File: src/rtl/fsic_consts.svh
`ifndef FSIC_CONSTS_SVH
`define FSIC_CONSTS_SVH
// Notes on behaviour
// - Identifier-read command switches reads to identification space until another command.
// - Latched status holds until output enable rises or deselect; host toggles between polls.
// - Clear-status opcode 50H, honoured only while idle or suspended.
// - Block erase is setup then confirm, both inside target block; block becomes FFH.
// - After erase host checks erase error and clears status before recovery; host only latches the error, clearing is a separate command.

// Software register byte offsets
`define FSIC_REG_CMD      8'h00
`define FSIC_REG_ADDR     8'h04
`define FSIC_REG_STAT     8'h08
`define FSIC_REG_DATA     8'h0c

// Flash commands and identifier offsets
`define FSIC_CLR_STATUS   8'h50
`define FSIC_ID_MAKER     24'h000000
`define FSIC_ID_DEVICE    24'h000001
`define FSIC_ID_LOCK      24'h000002
`define FSIC_ID_MASTER    24'h000003

// Status register bit positions
`define FSIC_SR_READY     7
`define FSIC_SR_ERASE_ERR 5
`define FSIC_SR_PROG_ERR  4
`define FSIC_SR_LOCKOUT   3
`define FSIC_SR_LOCKVIOL  1

// Host status register layout
`define FSIC_ST_BUSY      0
`define FSIC_ST_REFUSED   1
`define FSIC_ST_EFAIL     2
`define FSIC_ST_RB        3

// Timing
`define FSIC_CLK_NS       4
`define FSIC_T_WP_NS      70
`define FSIC_T_ACC_NS     150
`define FSIC_SYNC_CYC     2
`define FSIC_WP_CYC       ((`FSIC_T_WP_NS + `FSIC_CLK_NS - 1) / `FSIC_CLK_NS)
`define FSIC_RD_CYC       ((`FSIC_T_ACC_NS + `FSIC_CLK_NS - 1) / `FSIC_CLK_NS + `FSIC_SYNC_CYC)
`endif

File: src/rtl/fsic_pkg.sv
package fsic_pkg;

  typedef enum logic [2:0] {
    FSIC_IDLE     = 3'b000,
    FSIC_NEXT     = 3'b001,
    FSIC_WR_SETUP = 3'b010,
    FSIC_WR_PULSE = 3'b011,
    FSIC_WR_HOLD  = 3'b100,
    FSIC_RD_WAIT  = 3'b101,
    FSIC_GAP      = 3'b110
  } fsic_state_type;

  typedef enum logic [1:0] {
    FSIC_OP_ID    = 2'b00,
    FSIC_OP_STAT  = 2'b01,
    FSIC_OP_CLR   = 2'b10,
    FSIC_OP_ERASE = 2'b11
  } fsic_op_type;

  typedef struct packed {
    logic [23:0] addr;
    logic [15:0] dq_out;
    logic        dq_oe;
    logic        ce_n;
    logic        oe_n;
    logic        we_n;
  } fsic_pins_type;

  typedef struct packed {
    fsic_state_type state;
    fsic_op_type    op;
    logic [1:0]     step;
    logic [7:0]     cnt;
    fsic_pins_type  pins;
    logic [15:0]    dq_s1;
    logic [15:0]    dq_s2;
    logic           rb_s1;
    logic           rb_s2;
    logic [23:0]    addr_reg;
    logic [15:0]    data_reg;
    logic           busy;
    logic           refused;
    logic           efail;
    logic [31:0]    rdata;
  } fsic_regs_type;

endpackage

File: src/rtl/fsic_host.sv
`include "fsic_consts.svh"

module fsic_host #(
  parameter logic [7:0] OPC_READ_ID = 8'h01,
  parameter logic [7:0] OPC_STATUS  = 8'h02,
  parameter logic [7:0] OPC_SETUP   = 8'h03,
  parameter logic [7:0] OPC_CONFIRM = 8'h04
) (
  input  wire logic        clock_i,
  input  wire logic        rst_b_i,
  input  wire logic [7:0]  sw_addr_i,
  input  wire logic [31:0] sw_wdata_i,
  input  wire logic        sw_wr_i,
  input  wire logic        sw_rd_i,
  output logic      [31:0] sw_rdata_o,
  output logic      [23:0] flash_addr_o,
  input  wire logic [15:0] flash_dq_i,
  output logic      [15:0] flash_dq_o,
  output logic             flash_dq_oe_o,
  output logic             chip_enable_0_n_o,
  output logic             output_enable_n_o,
  output logic             write_enable_n_o,
  input  wire logic        ready_busy_level_i
);

  localparam logic [7:0] WP_CYC = 8'(`FSIC_WP_CYC);
  localparam logic [7:0] RD_CYC = 8'(`FSIC_RD_CYC);

  localparam fsic_pkg::fsic_regs_type RST_VAL = '{
    state: fsic_pkg::FSIC_IDLE,
    op:    fsic_pkg::FSIC_OP_ID,
    pins:  '{addr: '0, dq_out: '0, dq_oe: 1'b0, ce_n: 1'b1, oe_n: 1'b1, we_n: 1'b1},
    default: '0
  };

  fsic_pkg::fsic_regs_type r_reg;
  fsic_pkg::fsic_regs_type r_next;

  always_comb
  begin
    r_next = r_reg;
    r_next.dq_s1 = flash_dq_i;
    r_next.dq_s2 = r_reg.dq_s1;
    r_next.rb_s1 = ready_busy_level_i;
    r_next.rb_s2 = r_reg.rb_s1;

    r_next.rdata = '0;
    if (sw_rd_i)
    begin
      case (sw_addr_i)
        `FSIC_REG_ADDR: r_next.rdata = {8'h00, r_reg.addr_reg};
        `FSIC_REG_STAT:
        begin
          r_next.rdata[`FSIC_ST_BUSY]    = r_reg.busy;
          r_next.rdata[`FSIC_ST_REFUSED] = r_reg.refused;
          r_next.rdata[`FSIC_ST_EFAIL]   = r_reg.efail;
          r_next.rdata[`FSIC_ST_RB]      = r_reg.rb_s2;
          r_next.rdata[1:0]              = {r_reg.rdata[1], r_next.rdata[`FSIC_ST_BUSY]};
          r_next.rdata[9:8]              = r_reg.op;
        end
        `FSIC_REG_DATA: r_next.rdata = {16'h0000, r_reg.data_reg};
        default:        r_next.rdata = '0;
      endcase
    end
    if (sw_rd_i && sw_addr_i == `FSIC_REG_STAT)
    begin
      r_next.rdata[1] = r_reg.refused;
    end

    if (sw_wr_i && sw_addr_i == `FSIC_REG_ADDR && !r_reg.busy)
    begin
      r_next.addr_reg = sw_wdata_i[23:0];
    end

    case (r_reg.state)
      fsic_pkg::FSIC_IDLE:
      begin
        if (sw_wr_i && sw_addr_i == `FSIC_REG_CMD)
        begin
          r_next.op   = fsic_pkg::fsic_op_type'(sw_wdata_i[1:0]);
          r_next.step = 2'd0;
          // Busy device would ignore these; refuse rather than leave a stale mode
          if ((r_next.op == fsic_pkg::FSIC_OP_ID || r_next.op == fsic_pkg::FSIC_OP_CLR)
              && !r_reg.rb_s2)
          begin
            r_next.refused = 1'b1;
          end
          else
          begin
            r_next.refused = 1'b0;
            r_next.busy    = 1'b1;
            if (r_next.op == fsic_pkg::FSIC_OP_ERASE)
            begin
              r_next.efail = 1'b0;
            end
            r_next.state   = fsic_pkg::FSIC_NEXT;
          end
        end
      end
      fsic_pkg::FSIC_NEXT:
      begin
        r_next.state = fsic_pkg::FSIC_WR_SETUP;
        r_next.pins.ce_n  = 1'b0;
        r_next.pins.dq_oe = 1'b1;
        r_next.pins.addr  = '0;
        case (r_reg.op)
          fsic_pkg::FSIC_OP_ID:
          begin
            if (r_reg.step == 2'd0)
            begin
              r_next.pins.dq_out = {8'h00, OPC_READ_ID};
            end
            else
            begin
              // Word offset goes out on A1 upward, A0 held low
              r_next.pins.addr = {r_reg.addr_reg[22:0], 1'b0};
            end
          end
          fsic_pkg::FSIC_OP_STAT:
          begin
            r_next.pins.dq_out = {8'h00, OPC_STATUS};
          end
          fsic_pkg::FSIC_OP_CLR:
          begin
            r_next.pins.dq_out = {8'h00, `FSIC_CLR_STATUS};
          end
          fsic_pkg::FSIC_OP_ERASE:
          begin
            // Both writes carry the same in-block address so no abort occurs
            r_next.pins.addr   = r_reg.addr_reg;
            r_next.pins.dq_out = {8'h00, (r_reg.step == 2'd0) ? OPC_SETUP : OPC_CONFIRM};
          end
          default: r_next.pins.dq_out = '0;
        endcase
        if ((r_reg.op == fsic_pkg::FSIC_OP_ERASE && r_reg.step == 2'd2) ||
            (r_reg.op != fsic_pkg::FSIC_OP_ERASE && r_reg.step == 2'd1 &&
             r_reg.op != fsic_pkg::FSIC_OP_CLR))
        begin
          r_next.pins.dq_oe = 1'b0;
          r_next.pins.oe_n  = 1'b0;
          r_next.cnt        = RD_CYC - 8'd1;
          r_next.state      = fsic_pkg::FSIC_RD_WAIT;
        end
        else if ((r_reg.op == fsic_pkg::FSIC_OP_CLR && r_reg.step == 2'd1) ||
                 r_reg.step == 2'd3 ||
                 (r_reg.op != fsic_pkg::FSIC_OP_ERASE && r_reg.step == 2'd2))
        begin
          r_next.pins  = RST_VAL.pins;
          r_next.busy  = 1'b0;
          r_next.state = fsic_pkg::FSIC_IDLE;
        end
      end
      fsic_pkg::FSIC_WR_SETUP:
      begin
        r_next.pins.we_n = 1'b0;
        r_next.cnt       = WP_CYC - 8'd1;
        r_next.state     = fsic_pkg::FSIC_WR_PULSE;
      end
      fsic_pkg::FSIC_WR_PULSE:
      begin
        if (r_reg.cnt == 8'd0)
        begin
          r_next.pins.we_n = 1'b1;
          r_next.state     = fsic_pkg::FSIC_WR_HOLD;
        end
        else
        begin
          r_next.cnt = r_reg.cnt - 8'd1;
        end
      end
      fsic_pkg::FSIC_WR_HOLD:
      begin
        r_next.pins.ce_n  = 1'b1;
        r_next.pins.dq_oe = 1'b0;
        r_next.step       = r_reg.step + 2'd1;
        r_next.state      = fsic_pkg::FSIC_GAP;
      end
      fsic_pkg::FSIC_RD_WAIT:
      begin
        if (r_reg.cnt == 8'd0)
        begin
          r_next.data_reg  = r_reg.dq_s2;
          // Deselect after every read so the next poll latches fresh status
          r_next.pins.oe_n = 1'b1;
          r_next.pins.ce_n = 1'b1;
          r_next.state     = fsic_pkg::FSIC_GAP;
          if (r_reg.op != fsic_pkg::FSIC_OP_ERASE)
          begin
            r_next.step = r_reg.step + 2'd1;
          end
          else if (r_reg.dq_s2[`FSIC_SR_READY] && r_reg.rb_s2)
          begin
            // Error flag only trusted once ready; held until the next erase command is accepted
            r_next.efail = r_reg.dq_s2[`FSIC_SR_ERASE_ERR];
            r_next.step  = 2'd3;
          end
        end
        else
        begin
          r_next.cnt = r_reg.cnt - 8'd1;
        end
      end
      fsic_pkg::FSIC_GAP:
      begin
        r_next.state = fsic_pkg::FSIC_NEXT;
      end
      default: r_next = RST_VAL;
    endcase
  end

  always_ff @(posedge clock_i)
  begin
    if (!rst_b_i)
    begin
      r_reg <= RST_VAL;
    end
    else
    begin
      r_reg <= r_next;
    end
  end

  assign sw_rdata_o        = r_reg.rdata;
  assign flash_addr_o      = r_reg.pins.addr;
  assign flash_dq_o        = r_reg.pins.dq_out;
  assign flash_dq_oe_o     = r_reg.pins.dq_oe;
  assign chip_enable_0_n_o = r_reg.pins.ce_n;
  assign output_enable_n_o = r_reg.pins.oe_n;
  assign write_enable_n_o  = r_reg.pins.we_n;

endmodule

File: config.mk
export PLATFORM = sky130hd
export DESIGN_NAME = fsic_host
export DESIGN_NICKNAME = d
export VERILOG_FILES = /design/src/rtl/fsic_pkg.sv /design/src/rtl/fsic_host.sv
export VERILOG_INCLUDE_DIRS = /design/src /design/src/rtl
export SDC_FILE = /design/constraint.sdc
export NUM_CORES = 1
export LEC_CHECK = 0
export ABC_AREA = 1
export BUFFER_PORTS_ARGS = -buffer_cell sky130_fd_sc_hd__buf_2
export CAP_MARGIN = 40
export CORE_UTILIZATION = 36
export CTS_CLUSTER_SIZE = 20
export DETAILED_ROUTE_END_ITERATION = 16
export HOLD_SLACK_MARGIN = 0.05
export PLACE_DENSITY = 0.63
export RECOVER_POWER = 50
export SYNTH_ARGS = -nofsm -noshare
export SYNTH_HDL_FRONTEND = slang
export SYNTH_SLANG_ARGS = --single-unit
File: constraint.sdc
create_clock -name clock_i -period 1.84 [get_ports clock_i]
set_input_delay 0.092 -clock clock_i [delete_from_list [all_inputs] [get_ports clock_i]]
set_output_delay 0.092 -clock clock_i [all_outputs]
set_load 0.03 [all_outputs]
==> impl_metrics.ini, run 1 <==
[synth]
synth_top_area_share_pct = 42.98
yosysTopAreaCell = dfxtp_1
ys.flop_type = dfxtp_1
synth_area_um2 = 7452
syn_inst = 957
ys_types = 40
synth_edf_count = 0
synth_common_cells = dfxtp_1 (160), nand2_1 (155), inv_1 (105)
yosysSeqAreaShare_pct = 42.98
async_flop_share_pct = 0
yosysWarnings = 0
ys_seq_elements = 160
synth_most_common_cell = dfxtp_1
avgSynthCellArea_um2 = 7.787
yosys-top-cells-area = dfxtp_1 (43%), nand2_1 (7.8%), buf_4 (7.8%), inv_1 (5.3%), a21oi_1 (4.9%)

[global_routing]
grt_use_met2_pct = 26.24
antenna_found_initial = 0
overflow = 0
busiest_layer = met2
grt_pass1_vias = 5734
grt_max_degree = 49
grtUsageTotal_pct = 16.70
use_met3_pct = 3.574
grt_pass1_wl_mm = 28.43
use_met1_pct = 22.75

[worst_setup_path]
slowest_delay_ns = 0.38
worst-path-max-fanout = 11
required_ns = 2.19
setup.worst_path.end_class = flip-flop
crit_path_top_delay_cell = fa_2
crit_arrival_ns = 2.09
startpoint_type = flip-flop
crit_path_cell_trace = inv_4 > fa_2 > nand2_4 > nor2_2 > nor2_8 > buf_4 > o21ai_0 > a21oi_1
critPathKind = flip-flop to flip-flop

[die]
io_pins = 137
core_um2 = 20230
rows = 52
die_h_um = 145.9
die_width_um = 145.9
start_util_pct = 36.83
dieArea_um2 = 21280

[routing]
vias_per_cell = 4.520
vias = 6079
avgRoutedWirePerCell_um = 13.12
drc = 0
drtIter0Drc = 314
ant_nets = 0
drt-pass1-iter-count = 5
wirelength_mm = 17.65

[clock_network]
cts_root_buf = clkbuf_16
clockBufferDepth = 2
cts_buffers = 17
cts-htree-levels = 4
tritoncts = done
cts.sinks = 160
clk_transition_reported_paths_ns = 0.07
clk_latency_ns = 0.42

[sta]
timing.setup.tns_ns = 0
fin_crit_sh_pct = 94.91
hold_slack_ns = 0.1402
slew_violations = 0
worstMarginPinSlew_ns = 0.6483
hold_viol = 0
skew_ns = 0.01563
max_freq_mhz = 572.6
finalCriticalPeriod_ns = 1.746
rsz0062_at_grt = yes
setup_violations = 0
setup_slack_ns = 0.09362
slew_headroom_pct = 56.78

[final_layout]
largest_register_ff_count = 92
drive_gt1_share_pct = 19.72
post-route-util_pct = 44.08
final_area_um2 = 8920
stdcell_count = 1345
areaGrowthSynthToFinish_pct = 19.69
nNetsFinal = 1138
antennaDiodeCount = 0

[place]
dp_hpwl_mm = 12.18
gp_congestion = 0.9089
portBuffers = 120
pre_cts_slack_ns = -0.02098
dpl_cell_area_um2 = 7855
dpl.cell_count = 1268

[pwr]
finalPower_mw = 11.07
powerDensity_nw_per_um2 = 1241
leakagePower_nw = 3.547
peakVddDrop_uv = 790.8

[outcome]
status = complete, no violations

[hold_path]
hp-class = input port to flip-flop

[flow_run]
maxCapViolations = 0
==> cell usage in the layout, fill, tap and decap left out, drive strengths merged <==
master / n
nand2: 184
dfxtp: 160
inv: 113
nor2: 111
a21oi: 93
clkbuf: 90
buf: 80
nand3: 65
o21ai: 48
dlygate4sd3: 42
o22ai: 25
ha: 12
nor3: 9
conb: 8
o211ai: 7
clkinv: 6
bufinv: 4
nand4: 3
clkinvlp: 3
o21bai: 2
o21a: 2
a31oi: 2
or2: 2
fa: 2
nand3b: 1
xor2: 1
==> routing by layer <==
| metal | up-vias | wire length (um) |
|---|---|---|
| met5 | - | 0 |
| met4 | 0 | 244 |
| met3 | 18 | 1027 |
| met2 | 187 | 7816 |
| met1 | 2696 | 8559 |
| li1 | 3178 | - |
==> worst max-delay path, delay by kind of cell (launching register included) <==
| family | cells | cell delay, ns |
|---|---|---|
| AOI/OAI and AO/OA | 2 | 0.25 |
| adders and majority gates | 1 | 0.38 |
| buffers and inverters | 2 | 0.28 |
| DFF | 1 | 0.37 |
| and+or+nand+nor | 3 | 0.37 |
==> power by group <==
group	leakage [nW]	total, mW	internal, mW	switching (mW)
logic	1.95	3.45	1.15	2.30
clock network	0.296	3.73	2.31	1.42
registers	1.30	3.89	3.75	0.140
==> final timing paths <==
| kind | from | endpoint | slack [ns] | cells after the start |
|---|---|---|---|---|
| hold reg to reg | r_reg[103] | r_reg[87] | 0.41 | 2 |
| setup / recovery | r_reg[167] | r_reg[62] | 0.09 | 8 |
| hold / removal | rst_b_i | r_reg[52] | 0.14 | 5 |
| setup reg to reg | r_reg[167] | r_reg[62] | 0.09 | 8 |
==> kinds of logic (layout without fill, tap and decap cells) <==
group | after synthesis | after routing | share of synthesized area (%)
other | 1 | 8 | 0.05032
DFF | 160 | 160 | 42.98
AOI/OAI and AO/OA | 179 | 179 | 14.05
and+or+nand+nor | 375 | 375 | 23.77
xor gates and xnor gates | 1 | 1 | 0.1176
adders and majority gates | 14 | 14 | 2.552
buffers and inverters | 227 | 338 | 16.47
==> area by class of cell <==
cell class / instances / area, um2
well taps: 270 / 337.8
inverters: 114 / 445.4
flip-flops and latches: 160 / 3212
fillers: 2087 / 11310
repair buffers: 193 / 1234
clock buffers: 19 / 442.9
clock inverters: 12 / 182.7
multi-input cells: 577 / 3065
==> repair_timing <==
action | 4_1_cts | 5_1_grt
pin swaps | 0 | 3
setup endpoints to repair | 22 | 81
gates cloned | 0 | 3
gates resized for setup | 4 | 18
hold buffers | 42 | 0
endpoints found under the hold margin | 47 | 0
buffers inserted | 0 | 1
Note: power is estimated with default switching activity, not from simulation.
==> inputs of run 2 (changes only) <==
- BUFFER_PORTS_ARGS: -buffer_cell sky130_fd_sc_hd__buf_2 -> -buffer_cell sky130_fd_sc_hd__buf_4
- PLACE_DENSITY: 0.63 -> default
==> impl_metrics.ini, run 2 (synthesized netlist as in run 1, its figures left out) <==
[die]
start_util_pct = 36.83
dieArea_um2 = 21280
io_pins = 137
die_width_um = 145.9
rows = 52
die_h_um = 145.9
core_um2 = 20230

[routing]
vias = 6151
ant_nets = 0
drt-pass1-iter-count = 6
avgRoutedWirePerCell_um = 13.08
wirelength_mm = 17.68
vias_per_cell = 4.550
drc = 0
drtIter0Drc = 352

[clock_network]
clockBufferDepth = 2
clk_latency_ns = 0.43
cts-htree-levels = 4
cts_root_buf = clkbuf_16
cts_buffers = 17
cts.sinks = 160
tritoncts = done
clk_transition_reported_paths_ns = 0.06

[global_routing]
grt_max_degree = 49
grt_pass1_wl_mm = 28.53
antenna_found_initial = 0
grtUsageTotal_pct = 16.98
grt_pass1_vias = 5664
overflow = 0

[worst_setup_path]
critPathMostFrequentCell = nand2_4
setup.worst_path.end_class = flip-flop
worst-path-max-fanout = 10
slowest_delay_ns = 0.37
startpoint_type = flip-flop
crit_path_top_delay_cell = dfxtp_1
crit_arrival_ns = 2.08
worst-path-buf-inv = 2
crit_path_cell_trace = inv_4 > fa_2 > nand2_4 > nor2_4 > nor2_8 > nand2_4 > clkbuf_2 > a21oi_1
critPathKind = flip-flop to flip-flop
required_ns = 2.18
critical_path.top_delay_family = simple AND/OR/NAND/NOR gates

[place]
dp_hpwl_mm = 12.37
pre_cts_slack_ns = -0.06401
dpl.cell_count = 1271
portBuffers = 120
gp_congestion = 0.8853

[final_layout]
mostFrequentLayoutCells = dfxtp_1 (156), nand2_1 (153), inv_1 (103), nor2_1 (85), buf_4 (82)
areaGrowthSynthToFinish_pct = 21.73
largest_register_ff_count = 92
stdcell_count = 1352
final_common_cell = dfxtp_1
drive_gt1_share_pct = 20.33
antennaDiodeCount = 0
nNetsFinal = 1144

[sta]
fin_crit_sh_pct = 94.48
max_freq_mhz = 575.2
setup_slack_ns = 0.1016
finalCriticalPeriod_ns = 1.738
hold_viol = 0
slew_headroom_pct = 56.52
skew_ns = 0.01497
slew_violations = 0
worstMarginPinSlew_ns = 0.6522
setup_violations = 0

[pwr]
leakagePower_nw = 3.606
peakVddDrop_uv = 537.8
powerDensity_nw_per_um2 = 1203

[hold_path]
hp-class = input port to flip-flop

[outcome]
status = complete, no violations

[flow_run]
maxCapViolations = 0
## run 2: changes by cell type in the layout (fill, tap and decap cells not counted), sizes merged
cell and delta:
buf +6, bufinv -2, clkbuf +1, clkinvlp +2
## run 2: repair_timing
| action | 4_1_cts | 5_1_grt |
|---|---|---|
| endpoints found under the setup margin | 23 | 61 |
| resized for setup | 2 | 19 |
| cloned | 0 | 3 |
| hold buffers | 42 | 0 |
| buffers inserted | 0 | 4 |
| hold endpoints to repair | 42 | 0 |
| pin swaps | 0 | 4 |
## run 2: worst min-delay path, delay by kind of cell
kind	cells	cell delay, ns
AND/OR/NAND/NOR	1	0.07
buffers and inverters	2	0.22
AO/OA/AOI/OAI	2	0.11
## run 2: through the flow
stage | util [%] | hold slack, ns | TNS, ns | cell area, um2 | power [mW]
3_3_place_gp | 40.48 | 0.3103 | 0 | 8190 | 7.358
5_1_grt | 44.83 | 0.1366 | -0.0006819 | 9071 | 11.61
4_1_cts | 45.49 | 0.09960 | 0 | 9205 | 10.98
6_report | 44.83 | 0.1252 | 0 | 9071 | 10.92
2_1_floorplan | - | 0.2042 | 0 | 7478 | 6.503
3_5_place_dp | 40.48 | 0.3118 | -0.5049 | 8190 | 7.362
## run 2: layout make-up
cell class	instances	area [um2]
Multi-Input combinational cell	577	3078
Inverter	114	445.4
Timing Repair Buffer	199	1409
Clock buffer	20	456.7
Fill cell	2083	11160
Clock inverter	12	133.9
Sequential cell	160	3211
Tap cell	270	337.8
## run 2: worst paths after layout
kind,start,cells past startpoint,slack [ns],end
worst max-delay path,r_reg[167],8,0.10,sw_rdata_o[4]
worst min-delay path,rst_b_i,5,0.13,r_reg[51]
worst max register to register,r_reg[167],8,0.10,sw_rdata_o[4]
worst min register to register,r_reg[76],2,0.41,r_reg[75]
## run 2: routing by layer
| metal | track usage (%) | part of all wire, % | wire [um] | up-vias |
|---|---|---|---|---|
| li1 | - | - | - | 3203 |
| met1 | 23.81 | 50 | 8805 | 2759 |
| met2 | 25.50 | 43 | 7690 | 178 |
| met3 | 4.107 | 5.8 | 1018 | 11 |
| met4 | 5.421 | 0.94 | 166 | 0 |
| met5 | 0 | 0 | 0 | - |
## run 2: power breakdown
part	switching, mW	total, mW	leakage, nW	internal (mW)
registers	0.129	3.88	1.30	3.75
logic	2.32	3.53	2.03	1.21
clock network	1.43	3.50	0.275	2.07
